File: src/include/serial_glue_pkg.sv
// Constants shared by the serial option glue logic
`default_nettype none
package serial_glue_pkg;
    // Mask latch output positions, chosen by the two low address bits
    localparam logic [1:0] LATCH_RX_MASK   = 2'h0;
    localparam logic [1:0] LATCH_TX_MASK   = 2'h1;
    localparam logic [1:0] LATCH_LINE_CTRL = 2'h2;
    localparam logic [1:0] LATCH_DIAGNOSTIC_LATCH_BIT      = 2'h3;
    localparam logic [3:0] LATCH_RESET     = 4'h0;
    // Primary decoder strobe numbers (address bits 7,6,3)
    localparam logic [2:0] STB_UART   = 3'h0;
    localparam logic [2:0] STB_PARAM  = 3'h1;
    localparam logic [2:0] STB_STATUS = 3'h2;
    localparam logic [2:0] STB_LATCH  = 3'h3;
    // Parameter and status port bit positions
    localparam int PARAM_SDO_BIT   = 7;
    localparam int ST_PWR_BIT      = 0;
    localparam int ST_RX_BIT       = 1;
    localparam int ST_TX_BIT       = 2;
    localparam int ST_SW8_BIT      = 3;
    localparam int ST_SW10_BIT     = 4;
    localparam int ST_SW9_BIT      = 5;
    localparam int ST_DIAGNOSTIC_LATCH_BIT_BIT     = 6;
    localparam int ST_DCD_BIT      = 7;
    // Switch indices (switch position n is index n-1)
    localparam int SW8_IDX  = 7;
    localparam int SW9_IDX  = 8;
    localparam int SW10_IDX = 9;
    // Option RAM image range
    localparam logic [19:0] RAM_BASE = 20'h88000;
    localparam logic [19:0] RAM_TOP  = 20'h8FFFF;
    // Baud divisor reset value
    localparam logic [15:0] BAUD_DIV_RESET = 16'h0001;
endpackage : serial_glue_pkg
`default_nettype wire

File: src/hdl/serial_option_glue_logic.sv
// Glue logic of the serial option board: decode, interrupt merge, mask latch, ports
`default_nettype none
module serial_option_glue_logic
    import serial_glue_pkg::*;
(
    // Clock and reset
    input  wire logic        core_clk,
    input  wire logic        nrst,
    // Host bus, from pins
    input  wire logic [13:0] bus_addr,
    input  wire logic        io_segment_sel_n,
    input  wire logic        common_segment_sel_n,
    input  wire logic        block_zero_sel_n,
    input  wire logic        block_one_sel_n,
    input  wire logic        block_three_sel_n,
    input  wire logic        option_ram_disable,
    input  wire logic        processor_data_enable_n,
    input  wire logic        bus_rd_n,
    input  wire logic        bus_wr_n,
    input  wire logic [7:0]  bus_data_in,
    input  wire logic        buffered_system_reset,
    // Host bus outputs
    output logic [7:0]       bus_data_out,
    output logic             bus_data_oe,
    output logic             data_buffer_enable_n,
    output logic             option_ram_sel_n,
    output logic [7:0]       decode_strobe_n,
    output logic             uart_sel_n,
    // UART side and board inputs
    input  wire logic        uart_general_irq,
    input  wire logic        rx_data_ready_irq,
    input  wire logic        tx_holding_empty_irq,
    input  wire logic        uart_serial_out,
    input  wire logic        power_failing_irq,
    input  wire logic        carrier_detect_in,
    input  wire logic [9:0]  param_switch,
    input  wire logic [15:0] baud_divisor,
    // Board outputs
    output logic             processor_irq_n,
    output logic             line_signal_control_out,
    output logic             diagnostic_latch_bit,
    output logic             baud_tick
);

////////////////////////////////////////////////////////////////////////////////
// Input synchronisers: every pin passes two flops before use

    localparam int SW = 14 + 8 + 16 + 10 + 16;
    logic [SW-1:0] pin_raw;
    logic [SW-1:0] sync1_q;
    logic [SW-1:0] sync2_q;

    // Sync flops reset to idle pin levels so no strobe pulses while the chain refills
    localparam logic [SW-1:0] PIN_IDLE = {14'h0000, 5'h1F, 1'b0, 1'b1, 1'b1, 8'h00, 1'b1,
                                          1'b0, 6'h00, 10'h000, 16'h0000};

    assign pin_raw = {bus_addr, io_segment_sel_n, common_segment_sel_n, block_zero_sel_n,
                      block_one_sel_n, block_three_sel_n, option_ram_disable,
                      processor_data_enable_n, bus_rd_n, bus_data_in,
                      bus_wr_n, buffered_system_reset, uart_general_irq, rx_data_ready_irq,
                      tx_holding_empty_irq, uart_serial_out, power_failing_irq,
                      carrier_detect_in, param_switch, baud_divisor};

    always_ff @(posedge core_clk or negedge nrst) begin
        if (!nrst) begin
            sync1_q <= PIN_IDLE;
            sync2_q <= PIN_IDLE;
        end else begin
            sync1_q <= pin_raw;
            sync2_q <= sync1_q;
        end
    end

    logic [13:0] addr_s;
    logic        io_seg_n_s;
    logic        common_segment_sel_n_n_s;
    logic        block_zero_sel_n_n_s;
    logic        block_one_sel_n_n_s;
    logic        block_three_sel_n_n_s;
    logic        option_ram_disable_s;
    logic        den_n_s;
    logic        rd_n_s;
    logic [7:0]  din_s;
    logic        wr_n_s;
    logic        buffered_system_reset_s;
    logic        gen_irq_s;
    logic        rdy_irq_s;
    logic        tx_irq_s;
    logic        sdo_s;
    logic        pwr_s;
    logic        dcd_s;
    logic [9:0]  sw_s;
    logic [15:0] div_s;

    assign {addr_s, io_seg_n_s, common_segment_sel_n_n_s, block_zero_sel_n_n_s, block_one_sel_n_n_s, block_three_sel_n_n_s, option_ram_disable_s,
            den_n_s, rd_n_s, din_s, wr_n_s, buffered_system_reset_s, gen_irq_s, rdy_irq_s, tx_irq_s,
            sdo_s, pwr_s, dcd_s, sw_s, div_s} = sync2_q;

////////////////////////////////////////////////////////////////////////////////
// Address decode

    function automatic logic [7:0] one_of_eight(input logic en, input logic [2:0] sel);
        logic [7:0] r;
        r = 8'hFF;
        if (en) begin
            r[sel] = 1'b0;
        end
        return r;
    endfunction : one_of_eight

    logic       decode_en;
    logic [2:0] stb_sel;
    logic [7:0] strobe_n;
    logic       io_port_sel_n;

    always_comb begin
        decode_en = !addr_s[12] && !addr_s[13] && !io_seg_n_s && !block_zero_sel_n_n_s;
        stb_sel   = {addr_s[7], addr_s[6], addr_s[3]};
        strobe_n  = one_of_eight(decode_en, stb_sel);
        // Option I/O decode also needs address bit 8 low
        io_port_sel_n = !(decode_en && !addr_s[8]);
    end

    assign decode_strobe_n      = strobe_n;
    assign uart_sel_n           = strobe_n[STB_UART];
    // Host relies on the top image only; lower images alias harmlessly
    assign option_ram_sel_n     = !(!common_segment_sel_n_n_s && !option_ram_disable_s && !block_three_sel_n_n_s
                                    && block_zero_sel_n_n_s && block_one_sel_n_n_s);
    assign data_buffer_enable_n = !(!den_n_s && (!common_segment_sel_n_n_s || !io_port_sel_n));

////////////////////////////////////////////////////////////////////////////////
// Interrupt mask latch

    logic [3:0] latch_q;
    logic [3:0] latch_d;
    logic       wr_q;
    logic       wr_d;
    logic       latch_wr;

    always_comb begin
        wr_d     = !wr_n_s;
        // Write acts once, on the write line's leading edge while the latch strobe is low
        latch_wr = !wr_n_s && !wr_q && !strobe_n[STB_LATCH];
        latch_d  = latch_q;
        if (buffered_system_reset_s) begin
            latch_d = LATCH_RESET;
        end else if (latch_wr) begin
            latch_d[addr_s[1:0]] = din_s[0];
        end
    end

    always_ff @(posedge core_clk or negedge nrst) begin
        if (!nrst) begin
            latch_q <= LATCH_RESET;
            wr_q    <= 1'b0;
        end else begin
            latch_q <= latch_d;
            wr_q    <= wr_d;
        end
    end

    assign line_signal_control_out = latch_q[LATCH_LINE_CTRL];
    assign diagnostic_latch_bit    = latch_q[LATCH_DIAGNOSTIC_LATCH_BIT];

////////////////////////////////////////////////////////////////////////////////
// Interrupt merge

    logic combined_rx_irq;
    logic combined_rx_irq_mask;
    logic tx_empty_irq_mask;
    logic irq_n_q;
    logic irq_n_d;

    always_comb begin
        combined_rx_irq      = gen_irq_s | rdy_irq_s;
        combined_rx_irq_mask = latch_q[LATCH_RX_MASK];
        tx_empty_irq_mask    = latch_q[LATCH_TX_MASK];
        // Active low, held while any unmasked request persists
        irq_n_d = !((combined_rx_irq & combined_rx_irq_mask)
                    | (tx_irq_s & tx_empty_irq_mask));
    end

    always_ff @(posedge core_clk or negedge nrst) begin
        if (!nrst) begin
            irq_n_q <= 1'b1;
        end else begin
            irq_n_q <= irq_n_d;
        end
    end

    assign processor_irq_n = irq_n_q;

////////////////////////////////////////////////////////////////////////////////
// Read ports

    logic [7:0] dout_q;
    logic [7:0] dout_d;
    logic       oe_q;
    logic       oe_d;

    always_comb begin
        dout_d = 8'h00;
        oe_d   = 1'b0;
        if (!rd_n_s && !strobe_n[STB_PARAM]) begin
            oe_d   = 1'b1;
            dout_d = sw_s[7:0];
            dout_d[PARAM_SDO_BIT] = sdo_s;
        end else if (!rd_n_s && !strobe_n[STB_STATUS]) begin
            oe_d = 1'b1;
            dout_d[ST_PWR_BIT]  = pwr_s;
            dout_d[ST_RX_BIT]   = combined_rx_irq;
            dout_d[ST_TX_BIT]   = tx_irq_s;
            dout_d[ST_SW8_BIT]  = sw_s[SW8_IDX];
            dout_d[ST_SW10_BIT] = sw_s[SW10_IDX];
            dout_d[ST_SW9_BIT]  = sw_s[SW9_IDX];
            dout_d[ST_DIAGNOSTIC_LATCH_BIT_BIT] = latch_q[LATCH_DIAGNOSTIC_LATCH_BIT];
            dout_d[ST_DCD_BIT]  = dcd_s;
        end
    end

    always_ff @(posedge core_clk or negedge nrst) begin
        if (!nrst) begin
            dout_q <= 8'h00;
            oe_q   <= 1'b0;
        end else begin
            dout_q <= dout_d;
            oe_q   <= oe_d;
        end
    end

    assign bus_data_out = dout_q;
    assign bus_data_oe  = oe_q;

////////////////////////////////////////////////////////////////////////////////
// Baud rate divider; divisor of zero is treated as one to avoid a stuck tick

    logic [15:0] baud_cnt_q;
    logic [15:0] baud_cnt_d;
    logic        tick_q;
    logic        tick_d;
    logic [15:0] div_prev_q;
    logic [15:0] div_prev_d;
    logic [15:0] div_use_q;
    logic [15:0] div_use_d;

    // The divisor is a word crossing from the pins; take it only once it
    // reads the same on two edges in a row, so a word caught mid-change is never used
    always_comb begin
        div_prev_d = div_s;
        div_use_d  = div_use_q;
        if (div_s == div_prev_q) begin
            div_use_d = div_s;
        end
    end

    always_ff @(posedge core_clk or negedge nrst) begin
        if (!nrst) begin
            div_prev_q <= BAUD_DIV_RESET;
            div_use_q  <= BAUD_DIV_RESET;
        end else begin
            div_prev_q <= div_prev_d;
            div_use_q  <= div_use_d;
        end
    end

    always_comb begin
        tick_d     = 1'b0;
        baud_cnt_d = baud_cnt_q + 16'h0001;
        if (baud_cnt_q + 16'h0001 >= div_use_q) begin
            baud_cnt_d = 16'h0000;
            tick_d     = 1'b1;
        end
    end

    always_ff @(posedge core_clk or negedge nrst) begin
        if (!nrst) begin
            baud_cnt_q <= 16'h0000;
            tick_q     <= 1'b0;
        end else begin
            baud_cnt_q <= baud_cnt_d;
            tick_q     <= tick_d;
        end
    end

    assign baud_tick = tick_q;

endmodule : serial_option_glue_logic
`default_nettype wire

File: config.mk
export PLATFORM = sky130hd
export DESIGN_NAME = serial_option_glue_logic
export DESIGN_NICKNAME = d
export VERILOG_FILES = /design/src/include/serial_glue_pkg.sv /design/src/hdl/serial_option_glue_logic.sv
export SDC_FILE = /design/constraint.sdc
export NUM_CORES = 1
export LEC_CHECK = 0
export ABC_AREA = 1
export BUFFER_PORTS_ARGS = -buffer_cell sky130_fd_sc_hd__buf_2
export CORE_AREA = 2 2 122 124
export CTS_CLUSTER_SIZE = 12
export DETAILED_ROUTE_END_ITERATION = 10
export DIE_AREA = 0 0 124 126
export HOLD_SLACK_MARGIN = 0.15
export PLACE_DENSITY = 0.68
export SYNTH_ARGS = -nofsm -noshare
export SYNTH_HDL_FRONTEND = slang
export SYNTH_SLANG_ARGS = --single-unit
File: constraint.sdc
create_clock -name core_clk -period 6.6 [get_ports core_clk]
set_input_delay 1.98 -clock core_clk [delete_from_list [all_inputs] [get_ports core_clk]]
set_output_delay 1.98 -clock core_clk [all_outputs]
set_load 0.01 [all_outputs]
==> flow_metrics.tcl, run 1 <==
set metrics [dict create \
    outcome "finished clean" \
    cts_buffer_depth 2 \
    synth-edff-count 0 \
    crit_arrival_ns 1.65 \
    synthCells 574 \
    syn_area_sq_um 6080 \
    maxCapViolCount 0 \
    synth_area_leaders "dfrtp_1, nand2_1, dfstp_2" \
    gp_congestion 0.881 \
    startpoint "sync2_q[49]$_DFF_PN1_" \
    clock-sinks 166 \
    ant_nets 0 \
    seq_area_frac_synth_pct 68.7 \
    yosys_warnings 0 \
    startpoint_type "flop" \
    r2r-start "baud_cnt_q[0]$_DFF_PN0_" \
    critPathRequiredTime_ns 4.62 \
    area_growth_pct 19.4 \
    endpoint "decode_strobe_n[2]" \
    portBuffers 76 \
    drt_wl_total_um 9980 \
    numCtsBuffers 17 \
    highest_layer "met4" \
    via_count 3884 \
    ys_ff_latch 166 \
    r2r_setup_slack_ns 3.78 \
    setup_viol 0 \
    wl_met1_um 4070 \
    slew_viol_final 0 \
    synth_top_family_by_area "simple AND/OR/NAND/NOR gates" \
    synthSimpleGateAreaFrac_pct 18.7 \
    wl_met2_um 5100 \
    ys_async_sr_fraction_pct 100 \
    setup.worst_path.class "flop to primary output" \
    dp_worst_setup_slack_ns 3.22 \
    core_area_sq_um 14300 \
    synth_commonest_cells "nand2_1, dfrtp_1, inv_1, nor2_1, nand3_1" \
    multi_input_comb_area_sq_um 1510 \
    reg2regPathDepth 18 \
    grt_max_degree 131 \
    h-tree-depth 4 \
    min_period_ns 3.63 \
    die_w_um 124 \
    wire_per_inst_um 11.6 \
    synthXorXnorAreaFrac_pct 0.576 \
    die_area_sq_um 15600 \
    final-instance-count-excl-fill 862 \
    hold_class "flop to flop" \
    syn_area_per_cell_sq_um 10.6 \
    synthFlopType "dfrtp_1" \
    grt_pass1_wl_um 17500 \
    cts_tree "done" \
    synth.most_common_cell "nand2_1" \
    finalPower_mw 2.15 \
    crit_fanout 6 \
    hold_start "sync1_q[0]$_DFF_PN0_" \
    grt_usage_pct 14.3 \
    grt_pass1_vias 4039 \
    setup_ws_ns 2.97 \
    worstMarginPinSlew_ns 1.09 \
    synth_mux_area_share_pct 0 \
    wl_met3_um 633 \
    insertion_delay_ns 0.41 \
    nets 748 \
    p_leak_nw 3.80 \
    drt_iter0_drc 239 \
    start_util_pct 42.5 \
    tns_ns 0 \
    antenna_found_initial 0 \
    yosysTopAreaCellShare_pct 60.5 \
    antenna_cells 0 \
    fin_crit_sh_pct 55.0 \
    place_inst 830 \
    rsz0062_at_grt "no" \
    fin_util_pct 50.8 \
    power.density_nw_per_um2 296 \
    core.rowCount 44 \
    register_area_sq_um 4180 \
    clockRootBuffer "clkbuf_16" \
    r2r-end "baud_cnt_q[14]$_DFF_PN0_" \
    hold_buffers 0 \
    critPathCaptureType "primary output" \
    drc 0 \
    synth_fa_ha_area_share_pct 3.50 \
    nFillCells 1244 \
    syn_nets 657 \
    clkTransAtPathRegs_ns 0.06 \
    dpl.hpwl_um 6900 \
    synth_compound_area_share_pct 2.10 \
    fmax_mhz 275 \
    cts-resized-gates 0 \
    finalClockSkew_ns 0.00817 \
    finalHoldViolCount 0 \
    routed_via_density 4.51 \
    io_pins 90 \
    yosysTopAreaCell "dfrtp_1" \
    synth_cell_types 26 \
    die-height_um 126 \
    drive_above_1_share_pct 20.2 \
    cts_setup_buffers 0 \
    ir_drop_mv 0.229 \
    grt_overflow 0 \
    drt_pass1_iterations 4 \
    max_slew_margin_pct 27.4 \
]
## cells by family (layout without fill, tap and decap cells)
| logic type | Yosys count | in the layout |
|---|---|---|
| adders and majority gates | 17 | 17 |
| and+or+nand+nor | 265 | 265 |
| buffers and inverters | 98 | 202 |
| DFF | 166 | 166 |
| AOI/OAI and AO/OA | 24 | 24 |
| xor gates and xnor gates | 4 | 4 |
## layout by cell type, fill, tap and decap left out, drive strengths merged
cell type	synthesis	layout
dfrtp	147	147
nand3	29	29
clkinv	0	4
dfstp	19	19
o21ai	13	13
or2	3	3
buf	5	77
nor3	6	6
nand4	10	10
clkinvlp	0	2
inv	93	95
bufinv	0	3
nand2	152	152
a21oi	8	8
clkbuf	0	21
ha	17	17
xor2	4	4
nor2	64	64
nand3b	1	1
o21bai	3	3
## through the flow
step                      hold WS [ns]  area, sq um
final                            0.342         7260
after global routing             0.353         7260
after CTS                        0.344         7260
after detailed placement         0.335         6660
after global placement           0.333         6660
after floorplan                  0.331         6080
## per-layer routing
| layer | track usage, % | up-vias |
|---|---|---|
| li1 | - | 1932 |
| met3 | 4.98 | 18 |
| met4 | 5.35 | 0 |
| met5 | 0 | - |
| met1 | 16.8 | 1830 |
| met2 | 23.9 | 104 |
## critical path: stages (launching register included)
cell and delay [ns]:
dfstp_2 0.36, nor2_1 0.14, nand2_2 0.14, nor3_2 0.37, inv_1 0.08, buf_2 0.16
## state kept, by name, summed over array words and instances (netlist names), 4 cells and up
signal,flops
baud_cnt_q,16
bus_data_out,8
div_prev_q,16
div_use_q,16
latch_q,4
sync1_q,51
sync2_q,51
## area by class of cell
class / instances / share of cell area [%]
inverters: 93 / 4.81
clock buffers: 21 / 6.20
repair buffers: 77 / 5.43
flip-flops and latches: 166 / 57.5
clock inverters: 11 / 2.07
well taps: 184 / 3.17
multi-input cells: 310 / 20.8
## report_power, final
group | leakage, nW | switching (mW) | internal, mW
registers | 2.01 | 0.0180 | 1.06
logic | 1.50 | 0.0521 | 0.0258
clock network | 0.288 | 0.382 | 0.608
## worst min path at each step
stage / to / slack [ns] / cells after the start
final: sync2_q[0]$_DFF_PN0_ / 0.34 / 0
after global routing: sync2_q[26]$_DFF_PN0_ / 0.35 / 0
after CTS: sync2_q[0]$_DFF_PN0_ / 0.34 / 0
after detailed placement: sync2_q[20]$_DFF_PN0_ / 0.33 / 0
after global placement: sync2_q[32]$_DFF_PN0_ / 0.33 / 0
after floorplan: sync2_q[0]$_DFF_PN0_ / 0.33 / 0
No activity file was read; power rests on OpenSTA's default activity.
==> inputs of run 2 (changes only) <==
--- a/config.mk
+++ b/config.mk
@@ -5,14 +5,14 @@
 export SDC_FILE = /design/constraint.sdc
 export NUM_CORES = 1
 export LEC_CHECK = 0
-export ABC_AREA = 1
+export ABC_AREA = 0
 export BUFFER_PORTS_ARGS = -buffer_cell sky130_fd_sc_hd__buf_2
-export CORE_AREA = 2 2 122 124
+export CORE_AREA = 2 2 118 120
 export CTS_CLUSTER_SIZE = 12
 export DETAILED_ROUTE_END_ITERATION = 10
-export DIE_AREA = 0 0 124 126
+export DIE_AREA = 0 0 120 122
 export HOLD_SLACK_MARGIN = 0.15
-export PLACE_DENSITY = 0.68
+export PLACE_DENSITY = 0.71
 export SYNTH_ARGS = -nofsm -noshare
 export SYNTH_HDL_FRONTEND = slang
 export SYNTH_SLANG_ARGS = --single-unit
==> constraint.sdc (replaced) <==
create_clock -name core_clk -period 3.3 [get_ports core_clk]
set_input_delay 0.99 -clock core_clk [delete_from_list [all_inputs] [get_ports core_clk]]
set_output_delay 0.99 -clock core_clk [all_outputs]
set_load 0.01 [all_outputs]
==> run 2 against run 1 <==
Effect of this change: combinational power is 120% higher; first-iteration DRC count is 41% lower; critical path depth is 6 higher; count of clock-buffer cells in the layout is 4 lower; via count is 21% lower; largest power group unchanged; worst hold slack better by 0.0021 ns; routed wire length is 9.8% lower; setup slack worse by 2.7 ns; die area is 6.3% lower; critical endpoint is now baud_cnt_q[15]$_DFF_PN0_; utilization is 0.061 points lower.
==> flow_metrics.tcl, run 2 <==
set metrics [dict create \
    synth_cell_types 39 \
    fin_crit_sh_pct 91.5 \
    die_w_um 120 \
    crit_arrival_ns 3.32 \
    clockRootBuffer "clkbuf_16" \
    max_stage_delay_ns 0.42 \
    grt_pass1_vias 3268 \
    critPathCaptureType "flop" \
    wire_per_inst_um 13.5 \
    synth-edff-count 0 \
    drc 0 \
    antenna_cells 0 \
    nFillCells 1076 \
    ys_async_sr_fraction_pct 100 \
    r2r_setup_slack_ns 0.28 \
    gp_congestion 0.733 \
    clock-sinks 166 \
    synth_commonest_cells "dfrtp_1, nand2_1, xnor2_1, dfstp_2, inv_1" \
    cts_buffer_depth 2 \
    final_cell_mix "dfrtp_1, buf_2, nand2_1, xnor2_1" \
    drt_iter0_drc 141 \
    holdWs_ns 0.344 \
    slowest_stage "nor4_1" \
    fmax_mhz 331 \
    yosysTopAreaCellShare_pct 65.7 \
    hold_start "sync1_q[11]$_DFF_PN0_" \
    reg2regPathDepth 11 \
    r2r-end "baud_cnt_q[15]$_DFF_PN0_" \
    io_pins 90 \
    synth_area_leaders "dfrtp_1, dfstp_2, ha_1" \
    top_regs "sync1_q: 51 flops, sync2_q: 51 flops" \
    synthCells 377 \
    die-height_um 122 \
    cts_tree "done" \
    grt_pass1_wl_um 15600 \
    syn_area_per_cell_sq_um 14.8 \
    place_inst 634 \
    nets 556 \
    final-instance-count-excl-fill 666 \
    grt_usage_pct 13.8 \
    setup.worst_path.class "flop to flop" \
    seq_area_frac_synth_pct 74.6 \
    portBuffers 76 \
    comb_power_share_pct 4.0 \
    ant_nets 0 \
    maxCapViolCount 0 \
    p_sw_share_pct 21.3 \
    sequentialPowerShare_pct 50.2 \
    synth.most_common_cell "dfrtp_1" \
    area_growth_pct 22.3 \
    rsz0062_at_grt "no" \
    grt_max_degree 75 \
    cts-resized-gates 0 \
    finalHoldViolCount 0 \
    hold_end "sync2_q[11]$_DFF_PN0_" \
    min_period_ns 3.02 \
    p_sw_mw 0.917 \
    core.rowCount 43 \
    highest_layer "met4" \
    wl_met1_um 3820 \
    worstMarginPinSlew_ns 0.621 \
    r2r-start "baud_cnt_q[2]$_DFF_PN0_" \
    placed_cell_area_sq_um 6240 \
    clkTransAtPathRegs_ns 0.06 \
    start_util_pct 41.4 \
    drive_above_1_share_pct 30.2 \
    h-tree-depth 4 \
    setup_viol 0 \
    ys_ff_latch 166 \
    drt_pass1_iterations 4 \
    power.density_nw_per_um2 630 \
    critPathRequiredTime_ns 3.60 \
    min_delay_path_depth 0 \
    slew_viol_final 0 \
    yosys_warnings 0 \
    tns_ns 0 \
    ir_drop_mv 0.536 \
    insertion_delay_ns 0.42 \
    drt_wl_total_um 9010 \
    synthFlopType "dfrtp_1" \
    outcome "finished clean" \
    core_area_sq_um 13500 \
    antenna_found_initial 0 \
    yosysTopAreaCell "dfrtp_1" \
    p_leak_nw 3.14 \
    syn_area_sq_um 5600 \
    design_area_sq_um 6850 \
    routed_via_density 4.61 \
    dpl.hpwl_um 6240 \
    p_clk_share_pct 45.8 \
    cts_setup_buffers 0 \
    wl_met3_um 434 \
    internal_power_mw 3.39 \
    hold_class "flop to flop" \
    syn_nets 460 \
    die_area_sq_um 14600 \
    grt_overflow 0 \
    path_buf_inv 1 \
    hold_buffers 0 \
    multi_input_comb_area_sq_um 1320 \
    wl_met2_um 4620 \
    cpLargestDelayFamily "simple AND/OR/NAND/NOR gates" \
    startpoint_type "flop" \
    register_area_sq_um 4180 \
    numCtsBuffers 17 \
    crit_fanout 9 \
    finalPower_mw 4.31 \
    path_cells "and3_1 -> nand3_1 -> nor4_1 -> xor2_1 -> ha_1 -> nand4_1 -> or2_1 -> a2111oi_0 -> or4_1 -> buf_4 -> nor2b_1" \
    finalClockSkew_ns 0.00757 \
    via_count 3067 \
    max_slew_margin_pct 58.6 \
    mostFrequentLayoutCell "dfrtp_1" \
]
[run 2: changes by cell type after synthesis, sizes merged, moves of 8 or more]
cell and change:
a22o +8, inv -74, nand2 -125, nand3 -18, nor2 -51, nor2b +16
xnor2 +23
[run 2: through the flow]
stage	utilization, %	setup slack, ns
after floorplan	-	0.538
after CTS	50.7	0.244
final	50.7	0.281
after global routing	50.7	0.0000597
after detailed placement	46.2	0.274
after global placement	46.2	0.407
[run 2: cell families after synthesis]
kind of cell | count (synthesis) | share of synthesized area, %
AOI/OAI and AO/OA | 38 | 4.54
xor gates and xnor gates | 30 | 4.69
adders and majority gates | 17 | 3.80
buffers and inverters | 25 | 1.90
DFF | 166 | 74.6
muxes | 5 | 0.917
and+or+nand+nor | 96 | 9.50
[run 2: layout make-up]
| type | instances | area share, % |
|---|---|---|
| tap | 180 | 3.29 |
| clock buffer | 17 | 6.21 |
| multi-input combinational | 186 | 19.3 |
| sequential | 166 | 61.0 |
| inverter | 19 | 1.04 |
| timing repair buffer | 83 | 6.60 |
| clock inverter | 15 | 2.56 |
[run 2: worst max path at each step]
| stage | start | end | slack, ns | cells after the start |
|---|---|---|---|---|
| 2_1_floorplan | baud_cnt_q[0]$_DFF_PN0_ | baud_cnt_q[12]$_DFF_PN0_ | 0.54 | 12 |
| 3_3_place_gp | baud_cnt_q[0]$_DFF_PN0_ | baud_cnt_q[15]$_DFF_PN0_ | 0.41 | 11 |
| 3_5_place_dp | baud_cnt_q[2]$_DFF_PN0_ | baud_cnt_q[15]$_DFF_PN0_ | 0.27 | 11 |
| 4_1_cts | baud_cnt_q[2]$_DFF_PN0_ | baud_cnt_q[15]$_DFF_PN0_ | 0.24 | 11 |
| 5_1_grt | baud_cnt_q[2]$_DFF_PN0_ | baud_cnt_q[15]$_DFF_PN0_ | 0.00006 | 11 |
| 6_report | baud_cnt_q[2]$_DFF_PN0_ | baud_cnt_q[15]$_DFF_PN0_ | 0.28 | 11 |
[run 2: power groups by stage]
stage	registers, mW	logic, mW	clock network (mW)
after floorplan	2.19	0.0818	0
after global placement	2.20	0.173	0
after detailed placement	2.20	0.176	0
after CTS	2.17	0.178	2.01
after global routing	2.17	0.194	2.11
final	2.16	0.173	1.97
[run 2: worst reg2reg max path: cells and delay by family (launching register included)]
kind / cells / cell delay [ns]
compound gates: 1 / 0.37
flops: 1 / 0.41
buf+inv: 1 / 0.18
xor+xnor: 1 / 0.15
simple gates: 7 / 1.44
fa+ha+maj: 1 / 0.34
[run 2: metal layers]
layer / up-vias / track usage [%]
met5: - / 0
met1: 1512 / 16.8
li1: 1452 / -
met2: 90 / 23.3
met3: 13 / 4.26
met4: 0 / 5.44
==> inputs of run 3 (changes only) <==
--- a/config.mk
+++ b/config.mk
@@ -7,12 +7,14 @@
 export LEC_CHECK = 0
 export ABC_AREA = 0
 export BUFFER_PORTS_ARGS = -buffer_cell sky130_fd_sc_hd__buf_2
-export CORE_AREA = 2 2 118 120
+export CELL_PAD_IN_SITES_DETAIL_PLACEMENT = 1
+export CELL_PAD_IN_SITES_GLOBAL_PLACEMENT = 2
+export CORE_AREA = 2 2 130 132
 export CTS_CLUSTER_SIZE = 12
 export DETAILED_ROUTE_END_ITERATION = 10
-export DIE_AREA = 0 0 120 122
+export DIE_AREA = 0 0 132 134
 export HOLD_SLACK_MARGIN = 0.15
-export PLACE_DENSITY = 0.71
+export PLACE_DENSITY = 0.79
 export SYNTH_ARGS = -nofsm -noshare
 export SYNTH_HDL_FRONTEND = slang
 export SYNTH_SLANG_ARGS = --single-unit
==> run 3 against run 2 <==
Effect of this change: worst hold slack improved by 0.0046 ns; setup slack better by 0.030 ns; critical endpoint is now baud_cnt_q[4]$_DFF_PN0_; non-clock buffer count rose by 2.
==> flow_metrics.tcl, run 3 (synthesis gave the netlist of run 2 again) <==
set metrics [dict create \
    die_w_um 132 \
    io_pins 90 \
    tns_ns 0 \
    setup_ws_ns 0.311 \
    drc 0 \
    drt_iter0_drc 67 \
    antenna_found_initial 0 \
    final_cell_mix "dfrtp_1, buf_2, nand2_1, xnor2_1" \
    slew_viol_final 0 \
    startpoint_type "flop" \
    grt_usage_pct 12.7 \
    finalClockSkew_ns 0.0103 \
    grt_pass1_vias 3380 \
    min_delay_path_depth 0 \
    power.density_nw_per_um2 624 \
    crit_fanout 17 \
    setup_viol 0 \
    path_buf_inv 1 \
    place_inst 676 \
    multi_input_comb_area_sq_um 1330 \
    grt_max_degree 83 \
    slowest_stage "or4_1" \
    cpLargestDelayFamily "simple AND/OR/NAND/NOR gates" \
    clkTransAtPathRegs_ns 0.06 \
    fin_util_pct 42.5 \
    min_period_ns 2.99 \
    r2r-end "baud_cnt_q[4]$_DFF_PN0_" \
    rsz0062_at_grt "no" \
    wl_met1_um 4240 \
    h-tree-depth 4 \
    drt_wl_total_um 9980 \
    hold_start "sync1_q[5]$_DFF_PN0_" \
    crit_arrival_ns 3.34 \
    hold_end "sync2_q[5]$_DFF_PN0_" \
    wire_per_inst_um 14.1 \
    clockRootBuffer "clkbuf_16" \
    finalPower_mw 4.32 \
    via_count 3111 \
    drive_above_1_share_pct 31.1 \
    p_leak_nw 3.16 \
    r2r-start "baud_cnt_q[0]$_DFF_PN0_" \
    numCtsBuffers 17 \
    clock-sinks 166 \
    core_area_sq_um 16300 \
    area_growth_pct 23.6 \
    design_area_sq_um 6920 \
    hold_buffers 0 \
    fin_crit_sh_pct 90.6 \
    grt_pass1_wl_um 17100 \
    p_sw_mw 1.01 \
    fmax_mhz 335 \
    wl_met2_um 5240 \
    placed_cell_area_sq_um 6310 \
    critPathRequiredTime_ns 3.65 \
    nets 558 \
    wl_met3_um 347 \
    cts_tree "done" \
    critPathCaptureType "flop" \
    ant_nets 0 \
    r2r_setup_slack_ns 0.31 \
    cts_buffer_depth 2 \
    max_slew_margin_pct 52.7 \
    p_sw_share_pct 23.4 \
    start_util_pct 34.4 \
    core.rowCount 47 \
    max_stage_delay_ns 0.57 \
    antenna_cells 0 \
    hold_class "flop to flop" \
    top_regs "sync1_q: 51 flops, sync2_q: 51 flops" \
    maxCapViolCount 0 \
    path_cells "and3_1 -> nand3_1 -> nor4_2 -> xor2_1 -> ha_1 -> nand4_1 -> or2_1 -> a2111oi_2 -> or4_1 -> buf_12 -> nor2b_1" \
    highest_layer "met4" \
    dp_worst_setup_slack_ns 0.177 \
    comb_power_share_pct 4.2 \
    register_area_sq_um 4180 \
    gp_congestion 0.760 \
    dpl.hpwl_um 7220 \
    worstMarginPinSlew_ns 0.709 \
    insertion_delay_ns 0.43 \
    finalHoldViolCount 0 \
    routed_via_density 4.39 \
    sequentialPowerShare_pct 50.1 \
    internal_power_mw 3.30 \
    die-height_um 134 \
    ir_drop_mv 0.355 \
    mostFrequentLayoutCell "dfrtp_1" \
    p_clk_share_pct 45.6 \
    holdWs_ns 0.349 \
    final-instance-count-excl-fill 708 \
    reg2regPathDepth 11 \
    grt_overflow 0 \
    die_area_sq_um 17700 \
    portBuffers 76 \
    outcome "finished clean" \
    drt_pass1_iterations 4 \
    setup.worst_path.class "flop to flop" \
    nFillCells 1697 \
]
[run 3: changes by cell type in the layout (fill, tap and decap cells not counted), sizes merged]
| cell | previous run | this run |
|---|---|---|
| inv | 23 | 28 |
| clkinv | 5 | 2 |
| buf | 83 | 85 |
| bufinv | 3 | 1 |
| clkbuf | 17 | 18 |
| clkinvlp | 3 | 2 |
[run 3: worst max-delay path by stage]
stage | start | to | depth (start not counted)
floorplan | baud_cnt_q[0]$_DFF_PN0_ | baud_cnt_q[12]$_DFF_PN0_ | 12
global placement | baud_cnt_q[2]$_DFF_PN0_ | baud_cnt_q[7]$_DFF_PN0_ | 11
global route | baud_cnt_q[2]$_DFF_PN0_ | baud_cnt_q[7]$_DFF_PN0_ | 11
detailed placement | baud_cnt_q[2]$_DFF_PN0_ | baud_cnt_q[4]$_DFF_PN0_ | 11
finish | baud_cnt_q[0]$_DFF_PN0_ | baud_cnt_q[4]$_DFF_PN0_ | 11
CTS | baud_cnt_q[0]$_DFF_PN0_ | baud_cnt_q[4]$_DFF_PN0_ | 11
[run 3: area by class of cell]
| type | instances | share of cell area, % |
|---|---|---|
| clock inverters | 14 | 2.28 |
| inverters | 19 | 1.03 |
| repair buffers | 85 | 6.75 |
| clock buffers | 18 | 6.35 |
| flip-flops and latches | 166 | 60.4 |
| well taps | 220 | 3.98 |
| multi-input cells | 186 | 19.2 |
[run 3: power groups by stage]
| stage | Clock, mW | Sequential, mW | Combinational (mW) |
|---|---|---|---|
| detailed placement | 0 | 2.20 | 0.185 |
| floorplan | 0 | 2.19 | 0.0818 |
| CTS | 2.03 | 2.17 | 0.187 |
| global route | 2.12 | 2.17 | 0.207 |
| global placement | 0 | 2.20 | 0.179 |
| finish | 1.97 | 2.16 | 0.183 |
[run 3: timing repair]
item | in CTS | in global routing
endpoints found under the setup margin | 0 | 17
setup buffers | 0 | 0
hold endpoints to repair | 0 | 0
resized for setup | 0 | 3
[run 3: layer usage]
layer  vias to the layer above  GRT usage, %
met1                      1583          14.8
met5                         -             0
met3                        11          3.85
li1                       1459             -
met2                        58          21.4
met4                         0          6.22
